$ cat config.mk
export PLATFORM = sky130hd
export DESIGN_NAME = fsv_supervisor
export DESIGN_NICKNAME = d
export VERILOG_FILES = /design/src/fsv_pkg.sv /design/src/fsv_supervisor.sv /design/src/fsv_ms_tick.sv /design/src/fsv_cycle_gate.sv
export SDC_FILE = /design/constraint.sdc
export NUM_CORES = 1
export LEC_CHECK = 0
export BUFFER_PORTS_ARGS = -buffer_cell sky130_fd_sc_hd__buf_2
export CORE_UTILIZATION = 60
export CTS_CLUSTER_DIAMETER = 150
export DETAILED_ROUTE_END_ITERATION = 16
export PLACE_DENSITY_LB_ADDON = 0.25
export SLEW_MARGIN = 25
export SYNTH_ARGS = -nofsm -noshare
export SYNTH_HDL_FRONTEND = slang
export SYNTH_SLANG_ARGS = --single-unit
$ cat constraint.sdc
create_clock -name ref_clk -period 6.1 [get_ports ref_clk]
set_clock_uncertainty 0.05 [all_clocks]
set_input_delay 0.305 -clock ref_clk [delete_from_list [all_inputs] [get_ports ref_clk]]
set_output_delay 0.305 -clock ref_clk [all_outputs]
set_load 0.005 [all_outputs]
$ cat src/fsv_pkg.sv
// Notes on behaviour
// - Keep internal circuitry off until supply reaches start-up level, then activate.
// - Start switching only with protect, control and mains brown-in all satisfied.
// - Regulate supply via high-voltage charge until control input shows regulation.
// - Sample mains each millisecond by pulling the high-voltage pin to ground.
// - Allow switching only after a mains sample exceeded brown-in.
// - Flag brownout and stop after 30 ms of samples below brownout level.
// - Compute rising mains per sample; a rising edge proves mains connected.
// - Rising edge means successive samples cross brown-in or mains-high threshold.
// - After mains detection pause sampling 6 ms, or 97 ms in burst.
// - No rising edge for 28 ms means disconnected; hold pin pulled down.
// - Quasi-resonant cycles start only after demagnetization and a valley.
// - At maximum frequency move to discontinuous mode with valley skipping.
// - Frequency reduction: oscillator sets rate down to 25 kHz, valley switching kept.
// - Burst mode at low power; switching never below 25 kHz.
// - Burst packets repeat below 800 Hz.
// - Frequency reduction and discontinuous modes cap peak current near 25 percent.
// - Brownout stops switching; restart only after mains exceeds brown-in again.
package fsv_pkg;
  // ****************************************
  // Timing
  // ****************************************
  localparam int CLK_HZ        = 125_000_000;
  localparam int TICK_MS       = 1;
  localparam int TICK_CYC      = CLK_HZ / 1000 * TICK_MS;
  localparam int BROWNOUT_MS   = 30;
  localparam int DISCONNECT_MS = 28;
  localparam int SUSPEND_MS    = 6;
  localparam int SUSP_BURST_MS = 97;
  localparam int MIN_SW_HZ     = 25_000;
  localparam int MAX_PER_CYC   = CLK_HZ / MIN_SW_HZ;
  localparam int MAX_SW_HZ     = 125_000;
  localparam int MIN_PER_CYC   = (CLK_HZ + MAX_SW_HZ - 1) / MAX_SW_HZ;
  localparam int BURST_MAX_HZ  = 800;
  localparam int BURST_PER_CYC = (CLK_HZ + BURST_MAX_HZ - 1) / BURST_MAX_HZ;

  localparam logic [6:0] BROWNOUT_TICKS = 7'(BROWNOUT_MS / TICK_MS);
  localparam logic [6:0] DISC_TICKS     = 7'(DISCONNECT_MS / TICK_MS);
  localparam logic [6:0] SUSP_TICKS     = 7'(SUSPEND_MS / TICK_MS);
  localparam logic [6:0] SUSP_B_TICKS   = 7'(SUSP_BURST_MS / TICK_MS);

  // ****************************************
  // Mains current thresholds (ADC codes)
  // ****************************************
  localparam logic [7:0] BROWNOUT_CODE  = 8'h50;
  localparam logic [7:0] BROWNIN_CODE   = 8'h60;
  localparam logic [7:0] MAINS_HI_CODE  = 8'hC0;

  // ****************************************
  // States and modes
  // ****************************************
  typedef enum logic [1:0] {
    ST_OFF   = 2'h0,
    ST_WAIT  = 2'h1,
    ST_RUN   = 2'h3,
    ST_FAULT = 2'h2
  } fsv_state_t;

  typedef enum logic [1:0] {
    MODE_QR    = 2'h0,
    MODE_DCM   = 2'h1,
    MODE_FR    = 2'h3,
    MODE_BURST = 2'h2
  } fsv_mode_t;
endpackage

$ cat src/fsv_supervisor.sv
`timescale 1ns/1ps
module fsv_supervisor #(
  parameter int TICK_CYCLES  = fsv_pkg::TICK_CYC,
  parameter int MAX_PERIOD   = fsv_pkg::MAX_PER_CYC,
  parameter int BURST_PERIOD = fsv_pkg::BURST_PER_CYC
) (
  input  wire logic        ref_clk,             // 125 MHz clock
  input  wire logic        rst,                 // Sync reset, high
  input  wire logic        supply_at_startup,   // Supply at start-up level
  input  wire logic        supply_lockout,      // Supply below lockout level
  input  wire logic        supply_below_start,  // Supply under start-up level
  input  wire logic        protect_ok,          // Protect above detect plus hysteresis
  input  wire logic        ctrl_start_ok,       // Control above start level
  input  wire logic        ctrl_regulated,      // Output in regulation
  input  wire logic        mains_adc_valid,     // Sample conversion done
  input  wire logic [7:0]  mains_adc,           // Sampled pin current code
  input  wire logic        demag_done,          // Demagnetization detected
  input  wire logic        valley_det,          // Valley detected
  input  wire logic        freq_at_max,         // Switching rate at its limit
  input  wire logic        fr_request,          // Medium power
  input  wire logic        burst_request,       // Low power
  input  wire logic        burst_demand,        // Loop asks for a packet
  input  wire logic [15:0] vco_period,          // Oscillator period, cycles
  output logic             circuitry_active,    // Internal circuitry on
  output logic             hv_charge_en,        // Supply charge from pin
  output logic             high_voltage_pin_pull, // Pin pulled to ground
  output logic             adc_start,           // Start conversion pulse
  output logic             softstart_charge,    // Soft-start charge on
  output logic             switching_en,        // Switching permitted
  output logic             cycle_start,         // New switching cycle pulse
  output logic             brownout_flag,       // Brownout detected
  output logic             mains_ok,            // Brown-in reached
  output logic             mains_disconnected,  // Mains gone, discharging
  output logic [1:0]       op_mode,             // Operating regime
  output logic             peak_limit_low       // Peak current at quarter
);
  // ****************************************
  // Millisecond tick
  // ****************************************
  logic tick;

  fsv_ms_tick #(
    .TICK_CYCLES (TICK_CYCLES)
  ) fsv_ms_tick_i (
    .ref_clk (ref_clk),
    .rst     (rst),
    .tick    (tick)
  );

  // ****************************************
  // Start-up sequencer
  // ****************************************
  fsv_pkg::fsv_state_t st_q, st_d;
  logic                reg_seen_q, reg_seen_d;
  logic                chg_q, chg_d;
  logic                act_q, act_d;
  logic                ss_q, ss_d;
  logic                brownout_q;
  logic                mains_ok_q;
  logic                active;

  assign active = st_q != fsv_pkg::ST_OFF;

  always_comb begin
    st_d       = st_q;
    reg_seen_d = reg_seen_q;
    case (st_q)
      fsv_pkg::ST_OFF: begin
        reg_seen_d = 1'b0;
        if (supply_at_startup) begin
          st_d = fsv_pkg::ST_WAIT;
        end
      end
      fsv_pkg::ST_WAIT: begin
        if (protect_ok && ctrl_start_ok && mains_ok_q) begin
          st_d = fsv_pkg::ST_RUN;
        end
      end
      fsv_pkg::ST_RUN: begin
        if (ctrl_regulated) begin
          reg_seen_d = 1'b1;
        end
        if (brownout_q) begin
          st_d       = fsv_pkg::ST_FAULT;
          reg_seen_d = 1'b0;
        end
      end
      fsv_pkg::ST_FAULT: begin
        if (mains_ok_q) begin
          st_d = fsv_pkg::ST_WAIT;
        end
      end
      default: st_d = fsv_pkg::ST_OFF;
    endcase
    if (supply_lockout) begin
      st_d       = fsv_pkg::ST_OFF;
      reg_seen_d = 1'b0;
    end
    chg_d = supply_below_start && !(st_d == fsv_pkg::ST_RUN && reg_seen_d);
    act_d = st_d != fsv_pkg::ST_OFF;
    ss_d  = st_d == fsv_pkg::ST_RUN;
  end

  always_ff @(posedge ref_clk) begin
    if (rst) begin
      st_q       <= fsv_pkg::ST_OFF;
      reg_seen_q <= 1'b0;
      chg_q      <= 1'b0;
      act_q      <= 1'b0;
      ss_q       <= 1'b0;
    end else begin
      st_q       <= st_d;
      reg_seen_q <= reg_seen_d;
      chg_q      <= chg_d;
      act_q      <= act_d;
      ss_q       <= ss_d;
    end
  end

  // ****************************************
  // Mains sampling and supervision
  // ****************************************
  logic       pull_q, pull_d;
  logic       start_q, start_d;
  logic       busy_q, busy_d;
  logic [7:0] prev_q, prev_d;
  logic [6:0] susp_q, susp_d;
  logic [6:0] bo_cnt_q, bo_cnt_d;
  logic [6:0] dc_cnt_q, dc_cnt_d;
  logic       disc_q, disc_d;
  logic       brownout_d;
  logic       mains_ok_d;
  logic       slope;
  logic       in_burst;

  always_comb begin
    pull_d     = pull_q;
    start_d    = 1'b0;
    busy_d     = busy_q;
    prev_d     = prev_q;
    susp_d     = susp_q;
    bo_cnt_d   = bo_cnt_q;
    dc_cnt_d   = dc_cnt_q;
    disc_d     = disc_q;
    brownout_d = brownout_q;
    mains_ok_d = mains_ok_q;
    slope      = 1'b0;
    if (!active) begin
      pull_d   = 1'b0;
      busy_d   = 1'b0;
      susp_d   = 7'h00;
      bo_cnt_d = 7'h00;
      dc_cnt_d = 7'h00;
      disc_d   = 1'b0;
    end else begin
      if (tick) begin
        if (susp_q != 7'h00) begin
          susp_d = susp_q - 7'h01;
        end else begin
          if (!busy_q) begin
            pull_d  = 1'b1;
            start_d = 1'b1;
            busy_d  = 1'b1;
          end
          if (bo_cnt_q != 7'h7F) begin
            bo_cnt_d = bo_cnt_q + 7'h01;
          end
          if (dc_cnt_q != 7'h7F) begin
            dc_cnt_d = dc_cnt_q + 7'h01;
          end
        end
      end
      if (busy_q && mains_adc_valid) begin
        busy_d = 1'b0;
        pull_d = disc_q;
        prev_d = mains_adc;
        slope  = (prev_q < fsv_pkg::BROWNIN_CODE && mains_adc >= fsv_pkg::BROWNIN_CODE)
              || (prev_q < fsv_pkg::MAINS_HI_CODE
                  && mains_adc >= fsv_pkg::MAINS_HI_CODE);
        if (mains_adc >= fsv_pkg::BROWNOUT_CODE) begin
          bo_cnt_d = 7'h00;
        end
        if (mains_adc >= fsv_pkg::BROWNIN_CODE) begin
          mains_ok_d = 1'b1;
          brownout_d = 1'b0;
        end
        if (slope) begin
          dc_cnt_d = 7'h00;
          disc_d   = 1'b0;
          pull_d   = 1'b0;
          susp_d   = in_burst ? fsv_pkg::SUSP_B_TICKS : fsv_pkg::SUSP_TICKS;
        end
      end
      if (bo_cnt_q >= fsv_pkg::BROWNOUT_TICKS) begin
        brownout_d = 1'b1;
        mains_ok_d = 1'b0;
      end
      if (dc_cnt_q >= fsv_pkg::DISC_TICKS && !slope) begin
        disc_d = 1'b1;
        pull_d = 1'b1;
      end
    end
  end

  always_ff @(posedge ref_clk) begin
    if (rst) begin
      pull_q     <= 1'b0;
      start_q    <= 1'b0;
      busy_q     <= 1'b0;
      prev_q     <= 8'h00;
      susp_q     <= 7'h00;
      bo_cnt_q   <= 7'h00;
      dc_cnt_q   <= 7'h00;
      disc_q     <= 1'b0;
      brownout_q <= 1'b0;
      mains_ok_q <= 1'b0;
    end else begin
      pull_q     <= pull_d;
      start_q    <= start_d;
      busy_q     <= busy_d;
      prev_q     <= prev_d;
      susp_q     <= susp_d;
      bo_cnt_q   <= bo_cnt_d;
      dc_cnt_q   <= dc_cnt_d;
      disc_q     <= disc_d;
      brownout_q <= brownout_d;
      mains_ok_q <= mains_ok_d;
    end
  end

  // ****************************************
  // Operating regime and burst packets
  // ****************************************
  fsv_pkg::fsv_mode_t mode_q, mode_d;
  logic [17:0]        gap_q, gap_d;
  logic               pkt_q, pkt_d;
  logic               sw_q, sw_d;
  logic               plim_q, plim_d;
  logic               run;

  assign run      = st_q == fsv_pkg::ST_RUN && !brownout_q;
  assign in_burst = mode_q == fsv_pkg::MODE_BURST;

  always_comb begin
    mode_d = fsv_pkg::MODE_QR;
    if (burst_request) begin
      mode_d = fsv_pkg::MODE_BURST;
    end else if (fr_request) begin
      mode_d = fsv_pkg::MODE_FR;
    end else if (freq_at_max) begin
      mode_d = fsv_pkg::MODE_DCM;
    end
    if (!run) begin
      mode_d = fsv_pkg::MODE_QR;
    end
    plim_d = mode_d == fsv_pkg::MODE_FR || mode_d == fsv_pkg::MODE_DCM;
    gap_d  = (gap_q == 18'h3FFFF) ? gap_q : gap_q + 18'h00001;
    pkt_d  = pkt_q;
    if (mode_d != fsv_pkg::MODE_BURST || !burst_demand) begin
      pkt_d = 1'b0;
    end else if (!pkt_q && gap_q >= 18'(BURST_PERIOD - 1)) begin
      pkt_d = 1'b1;
      gap_d = 18'h00000;
    end
    sw_d = run && (mode_d != fsv_pkg::MODE_BURST || pkt_d);
  end

  always_ff @(posedge ref_clk) begin
    if (rst) begin
      mode_q <= fsv_pkg::MODE_QR;
      gap_q  <= 18'h3FFFF;
      pkt_q  <= 1'b0;
      sw_q   <= 1'b0;
      plim_q <= 1'b0;
    end else begin
      mode_q <= mode_d;
      gap_q  <= gap_d;
      pkt_q  <= pkt_d;
      sw_q   <= sw_d;
      plim_q <= plim_d;
    end
  end

  // ****************************************
  // Switching cycle gate
  // ****************************************
  fsv_cycle_gate #(
    .MAX_PERIOD (MAX_PERIOD)
  ) fsv_cycle_gate_i (
    .ref_clk     (ref_clk),
    .rst         (rst),
    .enable      (sw_q),
    .mode        (mode_q),
    .demag_done  (demag_done),
    .valley_det  (valley_det),
    .vco_period  (vco_period),
    .cycle_start (cycle_start)
  );

  // ****************************************
  // Outputs
  // ****************************************
  assign circuitry_active      = act_q;
  assign hv_charge_en          = chg_q;
  assign high_voltage_pin_pull = pull_q;
  assign adc_start             = start_q;
  assign softstart_charge      = ss_q;
  assign switching_en          = sw_q;
  assign brownout_flag         = brownout_q;
  assign mains_ok              = mains_ok_q;
  assign mains_disconnected    = disc_q;
  assign op_mode               = mode_q;
  assign peak_limit_low        = plim_q;
endmodule // fsv_supervisor

$ cat src/fsv_ms_tick.sv
`timescale 1ns/1ps
module fsv_ms_tick #(
  parameter int TICK_CYCLES = fsv_pkg::TICK_CYC
) (
  input  wire logic ref_clk,   // Clock
  input  wire logic rst,       // Sync reset
  output logic      tick       // One-cycle ms pulse
);
  logic [16:0] cnt_q, cnt_d;
  logic        tick_q, tick_d;

  always_comb begin
    tick_d = 1'b0;
    cnt_d  = cnt_q + 17'h00001;
    if (cnt_q == 17'(TICK_CYCLES - 1)) begin
      cnt_d  = 17'h00000;
      tick_d = 1'b1;
    end
  end

  always_ff @(posedge ref_clk) begin
    if (rst) begin
      cnt_q  <= 17'h00000;
      tick_q <= 1'b0;
    end else begin
      cnt_q  <= cnt_d;
      tick_q <= tick_d;
    end
  end

  assign tick = tick_q;
endmodule // fsv_ms_tick

$ cat src/fsv_cycle_gate.sv
`timescale 1ns/1ps
module fsv_cycle_gate #(
  parameter int MAX_PERIOD = fsv_pkg::MAX_PER_CYC,
  parameter int MIN_PERIOD = fsv_pkg::MIN_PER_CYC
) (
  input  wire logic        ref_clk,     // Clock
  input  wire logic        rst,         // Sync reset
  input  wire logic        enable,      // Switching allowed
  input  wire logic [1:0]  mode,        // Operating mode
  input  wire logic        demag_done,  // Demagnetization seen
  input  wire logic        valley_det,  // Valley seen
  input  wire logic [15:0] vco_period,  // Oscillator period, cycles
  output logic             cycle_start  // One-cycle start pulse
);
  logic [15:0] cnt_q, cnt_d;
  logic        demag_q, demag_d;
  logic        start_q, start_d;
  logic        valley_ok;
  logic        hit_max;

  always_comb begin
    cnt_d     = (cnt_q == 16'hFFFF) ? cnt_q : cnt_q + 16'h0001;
    demag_d   = demag_q | demag_done;
    start_d   = 1'b0;
    valley_ok = demag_q & valley_det;
    hit_max   = cnt_q >= 16'(MAX_PERIOD - 1);
    case (fsv_pkg::fsv_mode_t'(mode))
      fsv_pkg::MODE_QR:    start_d = valley_ok;
      fsv_pkg::MODE_DCM:   start_d = valley_ok && cnt_q >= 16'(MIN_PERIOD - 1);
      fsv_pkg::MODE_FR:    start_d = (valley_ok && cnt_q >= vco_period) || hit_max;
      fsv_pkg::MODE_BURST: start_d = (valley_ok && cnt_q >= 16'(MIN_PERIOD - 1))
                                     || hit_max;
      default:             start_d = 1'b0;
    endcase
    if (!enable) begin
      start_d = 1'b0;
      demag_d = 1'b0;
      cnt_d   = 16'h0000;
    end else if (start_d) begin
      demag_d = 1'b0;
      cnt_d   = 16'h0000;
    end
  end

  always_ff @(posedge ref_clk) begin
    if (rst) begin
      cnt_q   <= 16'h0000;
      demag_q <= 1'b0;
      start_q <= 1'b0;
    end else begin
      cnt_q   <= cnt_d;
      demag_q <= demag_d;
      start_q <= start_d;
    end
  end

  assign cycle_start = start_q;
endmodule // fsv_cycle_gate

==> results of run 1 <==
-- cells in the final DEF, fill, tap and decap left out, types with 3 or more instances in the layout --
cell        instances
a211oi_1            7
a21o_1             14
a21oi_1            31
and2_1              5
and3_1              7
and4_1              4
buf_2              47
clkbuf_8            9
clkinvlp_4          3
dfxtp_1            94
ha_1               30
inv_1              34
mux2i_1            14
nand2_1            41
nand2b_1            9
nand3_1            31
nand4_1            17
nor2_1             74
nor2b_1             3
nor3_1             24
nor3_2              9
nor4_1              8
o2111ai_1           5
o21ai_0            13
o21bai_1            6
o31ai_1             3
or2_2               8
or3_1               6
xnor2_1            19
xor2_1             25
-- power breakdown --
group / switching [mW] / internal, mW / total [mW]
clock network: 0.226 / 0.193 / 0.419
logic: 0.269 / 0.205 / 0.473
registers: 0.0725 / 0.667 / 0.740
-- worst paths after layout --
kind	slack, ns	startpoint	depth (start not counted)	to
worst max-delay path	3.57	gap_q[0]$_SDFF_PP1_	7	gap_q[10]$_SDFF_PP1_
worst min-delay path	0.11	burst_request	2	peak_limit_low$_SDFF_PP0_
worst max register to register	3.57	gap_q[0]$_SDFF_PP1_	7	gap_q[10]$_SDFF_PP1_
worst min register to register	0.44	dc_cnt_q[1]$_SDFF_PP0_	2	dc_cnt_q[1]$_SDFF_PP0_
-- kinds of logic after synthesis --
logic type	Yosys count
multiplexers	16
flip-flops	94
AND/OR/NAND/NOR	259
XOR/XNOR	44
buffers and inverters	52
AO/OA/AOI/OAI	103
adder cells (fa/ha/maj)	30
-- layer usage --
layer,global-route usage,up-vias
li1,-,2192
met3,0.04288,17
met5,0,-
met1,0.3048,2056
met2,0.4416,118
met4,0.1013,0
-- flip-flops by register name (all words and copies together), names as in the netlist, 2 cells and up --
register / cells
gap_q: 18
fsv_ms_tick_i.cnt_q: 17
fsv_cycle_gate_i.cnt_q: 16
bo_cnt_q: 7
dc_cnt_q: 7
susp_q: 7
prev_q: 3
st_q: 2
-- cells in the mapped netlist, types with 2 or more instances --
cell / count
and3_1: 7
nand2_1: 41
a211oi_1: 7
mux2_2: 2
o2111ai_1: 5
or4_1: 2
a31oi_1: 2
nand3_1: 31
or2_1: 2
xnor2_1: 19
dfxtp_1: 94
nor4_1: 8
nand2b_1: 9
buf_2: 3
xor2_1: 25
mux2i_1: 14
a41oi_1: 2
inv_1: 34
and2_1: 5
o311ai_0: 2
ha_1: 30
nor3_1: 24
nor2_1: 74
clkbuf_1: 12
a22oi_1: 2
nor2b_1: 3
a31o_1: 2
buf_6: 2
or3_1: 6
nor3b_1: 2
nand4_1: 17
o21bai_1: 6
or2_2: 8
o211ai_1: 2
and4_1: 4
nor3_2: 9
a21o_1: 14
a21oi_1: 31
o31ai_1: 3
o21ai_0: 13
-- worst reg2reg max path, cell delays in order (launching register included) --
cell and delay [ns]:
dfxtp_1 0.45, inv_1 0.10, ha_1 0.20, nor4b_1 0.13, nor3_1 0.21, o211ai_1 0.17, nor4_1 0.89, o21bai_1 0.18
-- area by class of cell --
cell class              instances  share of cell area
clock buffers                  10             0.02297
clock inverters                 6             0.01261
inverters                      34             0.02297
multi-input cells             452              0.5354
flip-flops and latches         94              0.3387
well taps                     105             0.02365
repair buffers                 48             0.04369
==> impl_metrics.csv, run 1 <==
group,metric,value,unit
run_status,outcome,"complete, no violations",
sta,slew_headroom,0.3079,
yosys,synth_simple_gate_area_share,0.2624,
sta,rsz0062_at_grt,"false",
yosys,synth.area.top_cells,"dfxtp_1, ha_1, nor2_1",
grt,grt_start_max_net_pins,37,
hold_path,hold_path_class,"in -> reg",
sta,drv_slew,0,
yosys,synth_ff_type,"dfxtp_1",
place,post-place-cells,733,
place,port_buffers,47,
route,antenna_left,0,
yosys,seq_area_frac_synth,0.3709,
sta,period_needed,2.529,ns
route,dr.pass1.iters,6,
worst_setup_path,critical-path-slowest-cell,"nor4_1",
yosys,yosysUniqueCellTypes,60,
power_and_ir_drop,p_leak,2.231,nW
finish,final_cell_area,5555,µm²
floorplanning,start_util,0.6175,
sta,final-setup-viol-count,0,
sta,period_share,0.4145,
route,vias,4383,
clock_tree,clk_path_buf_depth,2,
yosys,ys_ff_latch,94,
yosys,synth.avg_cell_area,8.484,µm²
worst_setup_path,cpLargestDelayFamily,"simple AND/OR/NAND/NOR gates",
route,route.detailed.drc,0,
sta,worstMarginPinSlew,1.029,ns
floorplanning,rows,33,
power_and_ir_drop,power,1.632,mW
route,drt-initial-drc-count,153,
grt,grt_pass1_wl,17.87,mm
clock_tree,cts_hold_buf,0,
sta,setup_tns,0,ns
worst_setup_path,startpoint_type,"register",
finish,seq_area,1882,µm²
grt,grt_use_total,0.2522,
yosys,yosysTopAreaCell,"dfxtp_1",
yosys,synth-edff-count,0,
job,cap_viol_max_count,0,
worst_setup_path,worstSetupPathType,"reg -> reg",
finish,nets,708,
place,detailedPlace.worstSlack,3.563,ns
yosys,ys.warnings.count,0,
worst_setup_path,cp.arrival,2.69,ns
clock_tree,clkSlewWorstSetupHoldPaths,0.09,ns
worst_setup_path,cp_max_fo,6,
clock_tree,post_cts_buffers,0,
yosys,synth-xor-area-share,0.07596,
clock_tree,ctsHtreeMaxLevel,3,
yosys,netlist_instances,598,
place,placed_cell_area,5358,µm²
worst_setup_path,end_kind,"register",
floorplanning,die-area,8828,µm²
worst_setup_path,worst_path_largest_cell_delay,0.89,ns
yosys,async_flop_share,0,
finish,n_antenna_cell,0,
sta,max_freq,395.5,MHz
route,viasPerCell,5.852,
yosys,synth_top_family_by_area,"simple AND/OR/NAND/NOR gates",
clock_tree,cts_buffers,9,
yosys,yosysTopAreaCellShare,0.3709,
finish,n_fill_cell,677,
worst_setup_path,path_cells,"inv_1 > ha_1 > nor4b_1 > nor3_1 > o211ai_1 > nor4_1 > o21bai_1",
grt,antenna_found_initial,0,
floorplanning,die_w,93.96,µm
route,met2_length,5.148,mm
finish,layout.cells.non_filler,749,
yosys,synthesis.nets,667,
place,gp_congestion,0.9069,
yosys,synth-compound-area-share,0.1418,
finish,syn_to_final_growth,9.494,%
yosys,muxShareOfSynthArea,0.03206,
place,place_hpwl,7.637,mm
clock_tree,cts_resized,0,
clock_tree,cts_sinks,94,
finish,multi_input_area,2974,µm²
route,post_drt_wl_per_cell,14.06,µm
sta,hold_viol,0,
route,wl_met3,489,µm
floorplanning,die_h,93.96,µm
clock_tree,cts_tree,"built",
worst_setup_path,path_buf_inv,1,
route,top_layer,"met4",
finish,drive_above_1_share,0.1366,
finish,utilization,0.6761,
floorplanning,io_pins,52,
route,routed_wl,10.53,mm
worst_setup_path,worstPathRequired,6.26,ns
power_and_ir_drop,power_density,293.8,nW/µm²
sta,setup_slack,3.571,ns
power_and_ir_drop,ir_drop,0.4130,mV
clock_tree,clock-root-buffer,"clkbuf_8",
sta,holdWs,0.1094,ns
yosys,synthAdderAreaFrac,0.07398,
grt,grt_pass1_vias,4212,
route,drt-met1-wl,4.706,mm
floorplanning,coreArea,8217,µm²
grt,overflow,0,
yosys,synth_area,5074,µm²
clock_tree,insertion_delay,0.36,ns
(Power assumes the default switching activity.)
==> inputs of run 2 (changes only) <==
--- a/config.mk
+++ b/config.mk
@@ -6,7 +6,7 @@
 export NUM_CORES = 1
 export LEC_CHECK = 0
 export BUFFER_PORTS_ARGS = -buffer_cell sky130_fd_sc_hd__buf_2
-export CORE_UTILIZATION = 60
+export CORE_UTILIZATION = 53
 export CTS_CLUSTER_DIAMETER = 150
 export DETAILED_ROUTE_END_ITERATION = 16
 export PLACE_DENSITY_LB_ADDON = 0.25
==> constraint.sdc (replaced) <==
create_clock -name ref_clk -period 2.2 [get_ports ref_clk]
set_clock_uncertainty 0.05 [all_clocks]
set_input_delay 0.11 -clock ref_clk [delete_from_list [all_inputs] [get_ports ref_clk]]
set_output_delay 0.11 -clock ref_clk [all_outputs]
set_load 0.005 [all_outputs]
==> run 2 against run 1 <==
Compared with the run above: setup slack got worse by 3.5 ns; via count increased by 2.0%; sequential share of layout area decreased by 1.9 points; clock power increased to 2.8 times the previous value; register-to-register slack got worse by 3.5 ns; first-iteration DRC count decreased by 24%; global-route usage decreased by 2.7 points; cell count increased by 7.2%; hold slack got worse by 0.072 ns; clock-buffer cell count increased by 1; critical path type unchanged; total power increased to 2.8 times the previous value; fmax increased by 21%.
==> impl_metrics.csv, run 2 (synthesis results as in run 1) <==
group,metric,value,unit
route,post_drt_wl_per_cell,13.21,µm
finish,largest_reg_flops,18,
hold_path,hold_depth,2,
power_and_ir_drop,p_leak,2.394,nW
floorplanning,die_h,99.84,µm
floorplanning,die-area,9968,µm²
clock_tree,clk_path_buf_depth,2,
power_and_ir_drop,power,4.606,mW
route,route.detailed.drc,0,
sta,drv_slew,0,
floorplanning,die_w,99.84,µm
sta,hold_viol,0,
grt,grt_pass1_wl,18.24,mm
place,gp_congestion,0.9031,
sta,period_needed,2.084,ns
worst_setup_path,startpoint_type,"register",
route,antenna_left,0,
clock_tree,clock-root-buffer,"clkbuf_8",
route,routed_wl,10.61,mm
finish,syn_to_final_growth,15.86,%
sta,slew_headroom,0.6358,
sta,worstMarginPinSlew,0.5413,ns
grt,grt_start_max_net_pins,25,
finish,n_antenna_cell,0,
finish,layout_common_cells,"dfxtp_1, nor2_1, buf_2",
floorplanning,rows,35,
clock_tree,clkSlewWorstSetupHoldPaths,0.09,ns
sta,rsz0062_at_grt,"true",
sta,period_share,0.9474,
clock_tree,insertion_delay,0.36,ns
sta,holdWs,0.03740,ns
worst_setup_path,cp_max_fo,7,
sta,max_freq,479.8,MHz
finish,nets,739,
place,place_hpwl,7.835,mm
route,dr.pass1.iters,5,
finish,top_regs,"gap_q: 18 flops, fsv_ms_tick_i.cnt_q: 17 flops, fsv_cycle_gate_i.cnt_q: 16 flops",
worst_setup_path,reg2reg_depth,8,
job,cap_viol_max_count,0,
finish,drive_above_1_share,0.1662,
run_status,outcome,"complete, no violations",
clock_tree,cts_tree,"built",
grt,antenna_found_initial,0,
power_and_ir_drop,power_density,783.6,nW/µm²
worst_setup_path,worstPathRequired,2.41,ns
clock_tree,ctsHtreeMaxLevel,3,
route,vias,4472,
hold_path,hold_path_class,"in -> reg",
floorplanning,start_util,0.5491,
grt,grt_use_total,0.2254,
worst_setup_path,end_kind,"register",
worst_setup_path,cp.arrival,2.30,ns
grt,grt_pass1_vias,4262,
clock_tree,cts_sinks,94,
finish,final_common_cell,"dfxtp_1",
floorplanning,coreArea,9240,µm²
clock_tree,cts_buffers,9,
sta,final-setup-viol-count,0,
finish,top_register,"gap_q",
grt,overflow,0,
worst_setup_path,worstSetupPathType,"reg -> reg",
route,drt-initial-drc-count,116,
place,port_buffers,47,
route,viasPerCell,5.569,
floorplanning,io_pins,52,
power_and_ir_drop,ir_drop,0.7135,mV
[run 2: area by class of cell]
class | instances | area [µm²]
fill | 818 | 3362
multi-input combinational | 452 | 3007
sequential | 94 | 1882
timing repair buffer | 79 | 504.2
tap | 129 | 161.4
clock buffer | 11 | 141.4
inverter | 34 | 127.6
clock inverter | 4 | 55.05
[run 2: what timing repair did]
item	in CTS	in global routing
hold buffers	10	0
resized for setup	1	6
endpoints found under the hold margin	10	0
setup buffers	0	1
pin swaps	0	2
endpoints found under the setup margin	7	23
[run 2: power by group]
group	internal (mW)	total, mW	leakage, nW	switching (mW)
sequential	1.85	2.03	0.761	0.179
combinational	0.642	1.42	1.54	0.779
clock	0.557	1.16	0.0960	0.599
[run 2: final timing paths]
path,start,endpoint,slack [ns]
setup reg to reg,gap_q[0]$_SDFF_PP1_,gap_q[9]$_SDFF_PP1_,0.12
hold reg to reg,fsv_ms_tick_i.cnt_q[0]$_SDFF_PP0_,fsv_ms_tick_i.cnt_q[0]$_SDFF_PP0_,0.40
hold / removal,rst,st_q[0]$_SDFF_PP0_,0.04
setup / recovery,gap_q[0]$_SDFF_PP1_,gap_q[9]$_SDFF_PP1_,0.12
[run 2: layer usage]
metal,up-vias,track usage,wire [µm],share of wire
met4,0,0.08484,151,0.014
met5,-,0,0,0
met1,2107,0.2745,4767,0.45
met2,102,0.3947,5211,0.49
met3,14,0.04248,480,0.045
li1,2249,-,-,-
[run 2: per-stage QoR]
step	utilization	setup TNS (ns)	setup WS, ns	cells	area, µm²
finish	0.6362	0	0.1157	803	5878
global placement	0.5993	0	0.06873	777	5538
detailed placement	0.5993	-0.01781	-0.007114	777	5538
CTS	0.6320	0	0.06707	802	5839
global route	0.6362	-0.0004727	-0.0004727	803	5878
floorplan	-	0	0.05911	598	5074
[run 2: critical path: stages, from the launching register on]
cell and delay, ns:
dfxtp_1 0.34, inv_1 0.06, ha_1 0.19, nor4b_1 0.14, nor3_1 0.18, o211ai_1 0.14, or4_4 0.54, buf_4 0.18
a31o_1 0.17
==> inputs of run 3 (changes only) <==
--- a/config.mk
+++ b/config.mk
@@ -5,8 +5,10 @@
 export SDC_FILE = /design/constraint.sdc
 export NUM_CORES = 1
 export LEC_CHECK = 0
+export ABC_AREA = 1
 export BUFFER_PORTS_ARGS = -buffer_cell sky130_fd_sc_hd__buf_2
-export CORE_UTILIZATION = 53
+export CAP_MARGIN = 30
+export CORE_UTILIZATION = 54
 export CTS_CLUSTER_DIAMETER = 150
 export DETAILED_ROUTE_END_ITERATION = 16
 export PLACE_DENSITY_LB_ADDON = 0.25
==> run 3 against run 2 <==
Compared with the run above: die area is 6.4% higher; synthesized cell count is 33% higher; sequential share of layout area is 1.8 points lower; first-iteration DRC count is 6.0% lower; critical path depth is 1 lower; total power is 5.8% lower; largest power group unchanged.
==> impl_metrics.csv, run 3 <==
group,metric,value,unit
job,cap_viol_max_count,0,
yosys,synth-edff-count,0,
yosys,synth_most_common_cell,"nand2_1",
floorplanning,coreArea,9819,µm²
worst_setup_path,r2r_end,"prev_q[6]$_SDFFE_PP0P_",
sta,rsz0062_at_grt,"false",
yosys,synth_area,5505,µm²
clock_tree,post_cts_buffers,0,
finish,largest_reg_flops,18,
worst_setup_path,end_kind,"register",
power_and_ir_drop,clockPowerShare,0.277,
finish,syn_to_final_growth,13.14,%
grt,grt_use_total,0.2340,
hold_path,hold_depth,4,
route,route.detailed.drc,0,
sta,hold_viol,0,
clock_tree,cts_buffers,9,
place,gp_congestion,0.9216,
place,place_hpwl,8.876,mm
sta,drv_slew,0,
yosys,netlist_instances,794,
yosys,ys_top_cells_by_count,"nand2_1, inv_1, nor2_1",
clock_tree,clock-root-buffer,"clkbuf_8",
worst_setup_path,startpoint_type,"register",
sta,holdWs,0.07422,ns
grt,grt_pass1_wl,19.62,mm
grt,grt_start_max_net_pins,24,
grt,overflow,0,
hold_path,holdPathEnd,"st_q[1]$_SDFF_PP0_",
yosys,async_flop_share,0,
floorplanning,rows,36,
power_and_ir_drop,p_comb_frac,0.278,
route,routed_wl,11.56,mm
power_and_ir_drop,switching_share,0.3414,
route,dr.pass1.iters,4,
yosys,ys.warnings.count,0,
finish,top_regs,"gap_q: 18 flops, fsv_ms_tick_i.cnt_q: 17 flops, fsv_cycle_gate_i.cnt_q: 16 flops",
power_and_ir_drop,p_leak,2.955,nW
worst_setup_path,critical-path-slowest-cell,"dlygate4sd3_1",
clock_tree,insertion_delay,0.39,ns
yosys,synth.area.top_cells,"dfxtp_1, nand2_1, inv_1",
sta,final-setup-viol-count,0,
floorplanning,die_w,103.0,µm
place,port_buffers,47,
finish,layout_common_cells,"nand2_1, inv_1, nor2_1",
floorplanning,start_util,0.5607,
finish,drive_above_1_share,0.1503,
yosys,ys_ff_latch,94,
clock_tree,cts_sinks,94,
grt,antenna_found_initial,0,
clock_tree,clkSlewWorstSetupHoldPaths,0.09,ns
worst_setup_path,cp.arrival,2.23,ns
floorplanning,die-area,10600,µm²
yosys,yosysTopAreaCell,"dfxtp_1",
clock_tree,cts_resized,0,
yosys,seq_area_frac_synth,0.3418,
yosys,synth_ff_type,"dfxtp_1",
sta,worstMarginPinSlew,0.5353,ns
sta,setup_tns,0,ns
worst_setup_path,worstPathRequired,2.43,ns
grt,grt_pass1_vias,4760,
finish,top_register,"gap_q",
yosys,yosysUniqueCellTypes,46,
yosys,synth.avg_cell_area,6.934,µm²
sta,period_share,0.9095,
hold_path,min_from,"supply_at_startup",
route,post_drt_wl_per_cell,11.59,µm
clock_tree,cts_tree,"built",
power_and_ir_drop,ir_drop,0.5619,mV
finish,final_common_cell,"nand2_1",
finish,nets,930,
worst_setup_path,r2r-start,"st_q[0]$_SDFF_PP0_",
floorplanning,die_h,103.0,µm
worst_setup_path,crit_top_cell,"inv_1",
sta,slew_headroom,0.6423,
route,antenna_left,0,
worst_setup_path,worstSetupPathType,"reg -> reg",
power_and_ir_drop,power_frac_seq,0.445,
clock_tree,cts_hold_buf,16,
finish,n_antenna_cell,0,
sta,max_freq,499.8,MHz
power_and_ir_drop,p_int,2.859,mW
worst_setup_path,reg2reg_depth,7,
run_status,outcome,"complete, no violations",
worst_setup_path,cp_max_fo,7,
route,drt-initial-drc-count,109,
clock_tree,ctsHtreeMaxLevel,3,
sta,period_needed,2.001,ns
route,vias,5016,
power_and_ir_drop,switchingPower,1.482,mW
route,viasPerCell,5.026,
yosys,synthesis.nets,863,
yosys,yosysTopAreaCellShare,0.3418,
hold_path,hold_path_class,"in -> reg",
worst_setup_path,rrSetupSlack,0.20,ns
floorplanning,io_pins,52,
worst_setup_path,worst_path_largest_cell_delay,0.56,ns
power_and_ir_drop,power_density,696.8,nW/µm²
worst_setup_path,path_cells,"inv_1 > ha_1 > nor2_1 > inv_1 > nand2_1 > a21oi_1 > dlygate4sd3_1",
clock_tree,clk_path_buf_depth,2,
## run 3: changes by cell type after synthesis, sizes merged, moves of 6 or more
cell / delta
a21o: -14
or3: -6
o21ai: +14
nand2b: -9
mux2i: -14
nand3: +29
nand2: +153
clkbuf: -9
xnor2: -17
inv: +87
nor2: +44
a211oi: -7
## run 3: how the worst max path moves through the flow
stage	from	to	slack (ns)	cells after the start
after floorplan	fsv_cycle_gate_i.cnt_q[5]$_SDFFE_PP0P_	fsv_cycle_gate_i.cnt_q[12]$_SDFFE_PP0P_	0.56	13
after global placement	st_q[0]$_SDFF_PP0_	susp_q[5]$_SDFF_PP0_	0.35	7
after detailed placement	st_q[0]$_SDFF_PP0_	bo_cnt_q[1]$_SDFF_PP0_	0.28	6
after CTS	st_q[0]$_SDFF_PP0_	prev_q[6]$_SDFFE_PP0P_	0.22	7
after global routing	st_q[0]$_SDFF_PP0_	prev_q[6]$_SDFFE_PP0P_	0.02	7
final	st_q[0]$_SDFF_PP0_	prev_q[6]$_SDFFE_PP0P_	0.20	7
## run 3: final cells by class
cell class / count / area (µm²)
Clock buffer: 11 / 151.4
Clock inverter: 4 / 55.05
Fill cell: 941 / 3591
Inverter: 124 / 465.4
Multi-Input combinational cell: 567 / 3098
Sequential cell: 94 / 1882
Tap cell: 133 / 166.4
Timing Repair Buffer: 65 / 410.4
## run 3: logic make-up (layout without fill, tap and decap cells)
| kind of cell | after synthesis | count (layout) | share of synthesized area |
|---|---|---|---|
| AND/OR/NAND/NOR | 441 | 441 | 0.3850 |
| buffers and inverters | 133 | 204 | 0.09545 |
| flip-flops | 94 | 94 | 0.3418 |
| AO/OA/AOI/OAI | 73 | 73 | 0.07296 |
| adder cells (fa/ha/maj) | 30 | 30 | 0.06818 |
| XOR/XNOR | 23 | 23 | 0.03659 |
## run 3: through the flow
stage	cells	utilization	instance area [µm²]	worst slack [ns]	total power [mW]
2_1_floorplan	794	-	5505	0.5584	2.929
3_3_place_gp	967	0.5970	5862	0.3514	3.121
3_5_place_dp	967	0.5970	5862	0.2790	3.157
4_1_cts	998	0.6343	6228	0.2211	4.377
5_1_grt	998	0.6343	6228	0.02110	4.647
6_report	998	0.6343	6228	0.1990	4.340
## run 3: power groups by stage
stage | Combinational, mW | Clock, mW | Sequential [mW]
floorplan | 1.00 | 0 | 1.93
global placement | 1.16 | 0 | 1.96
detailed placement | 1.19 | 0 | 1.97
CTS | 1.21 | 1.23 | 1.93
global route | 1.40 | 1.30 | 1.95
finish | 1.21 | 1.20 | 1.93
## run 3: per-layer routing
| metal | share of wire | track usage |
|---|---|---|
| met4 | 0.0094 | 0.07692 |
| met5 | 0 | 0 |
| met1 | 0.45 | 0.2637 |
| met2 | 0.49 | 0.4215 |
| met3 | 0.042 | 0.06915 |
## run 3: worst max-delay path: cells and delay by family (launching register included)
| kind | cells | cell delay [ns] |
|---|---|---|
| flops | 1 | 0.44 |
| fa+ha+maj | 1 | 0.30 |
| buf+inv | 3 | 0.76 |
| simple gates | 2 | 0.27 |
| compound gates | 1 | 0.06 |
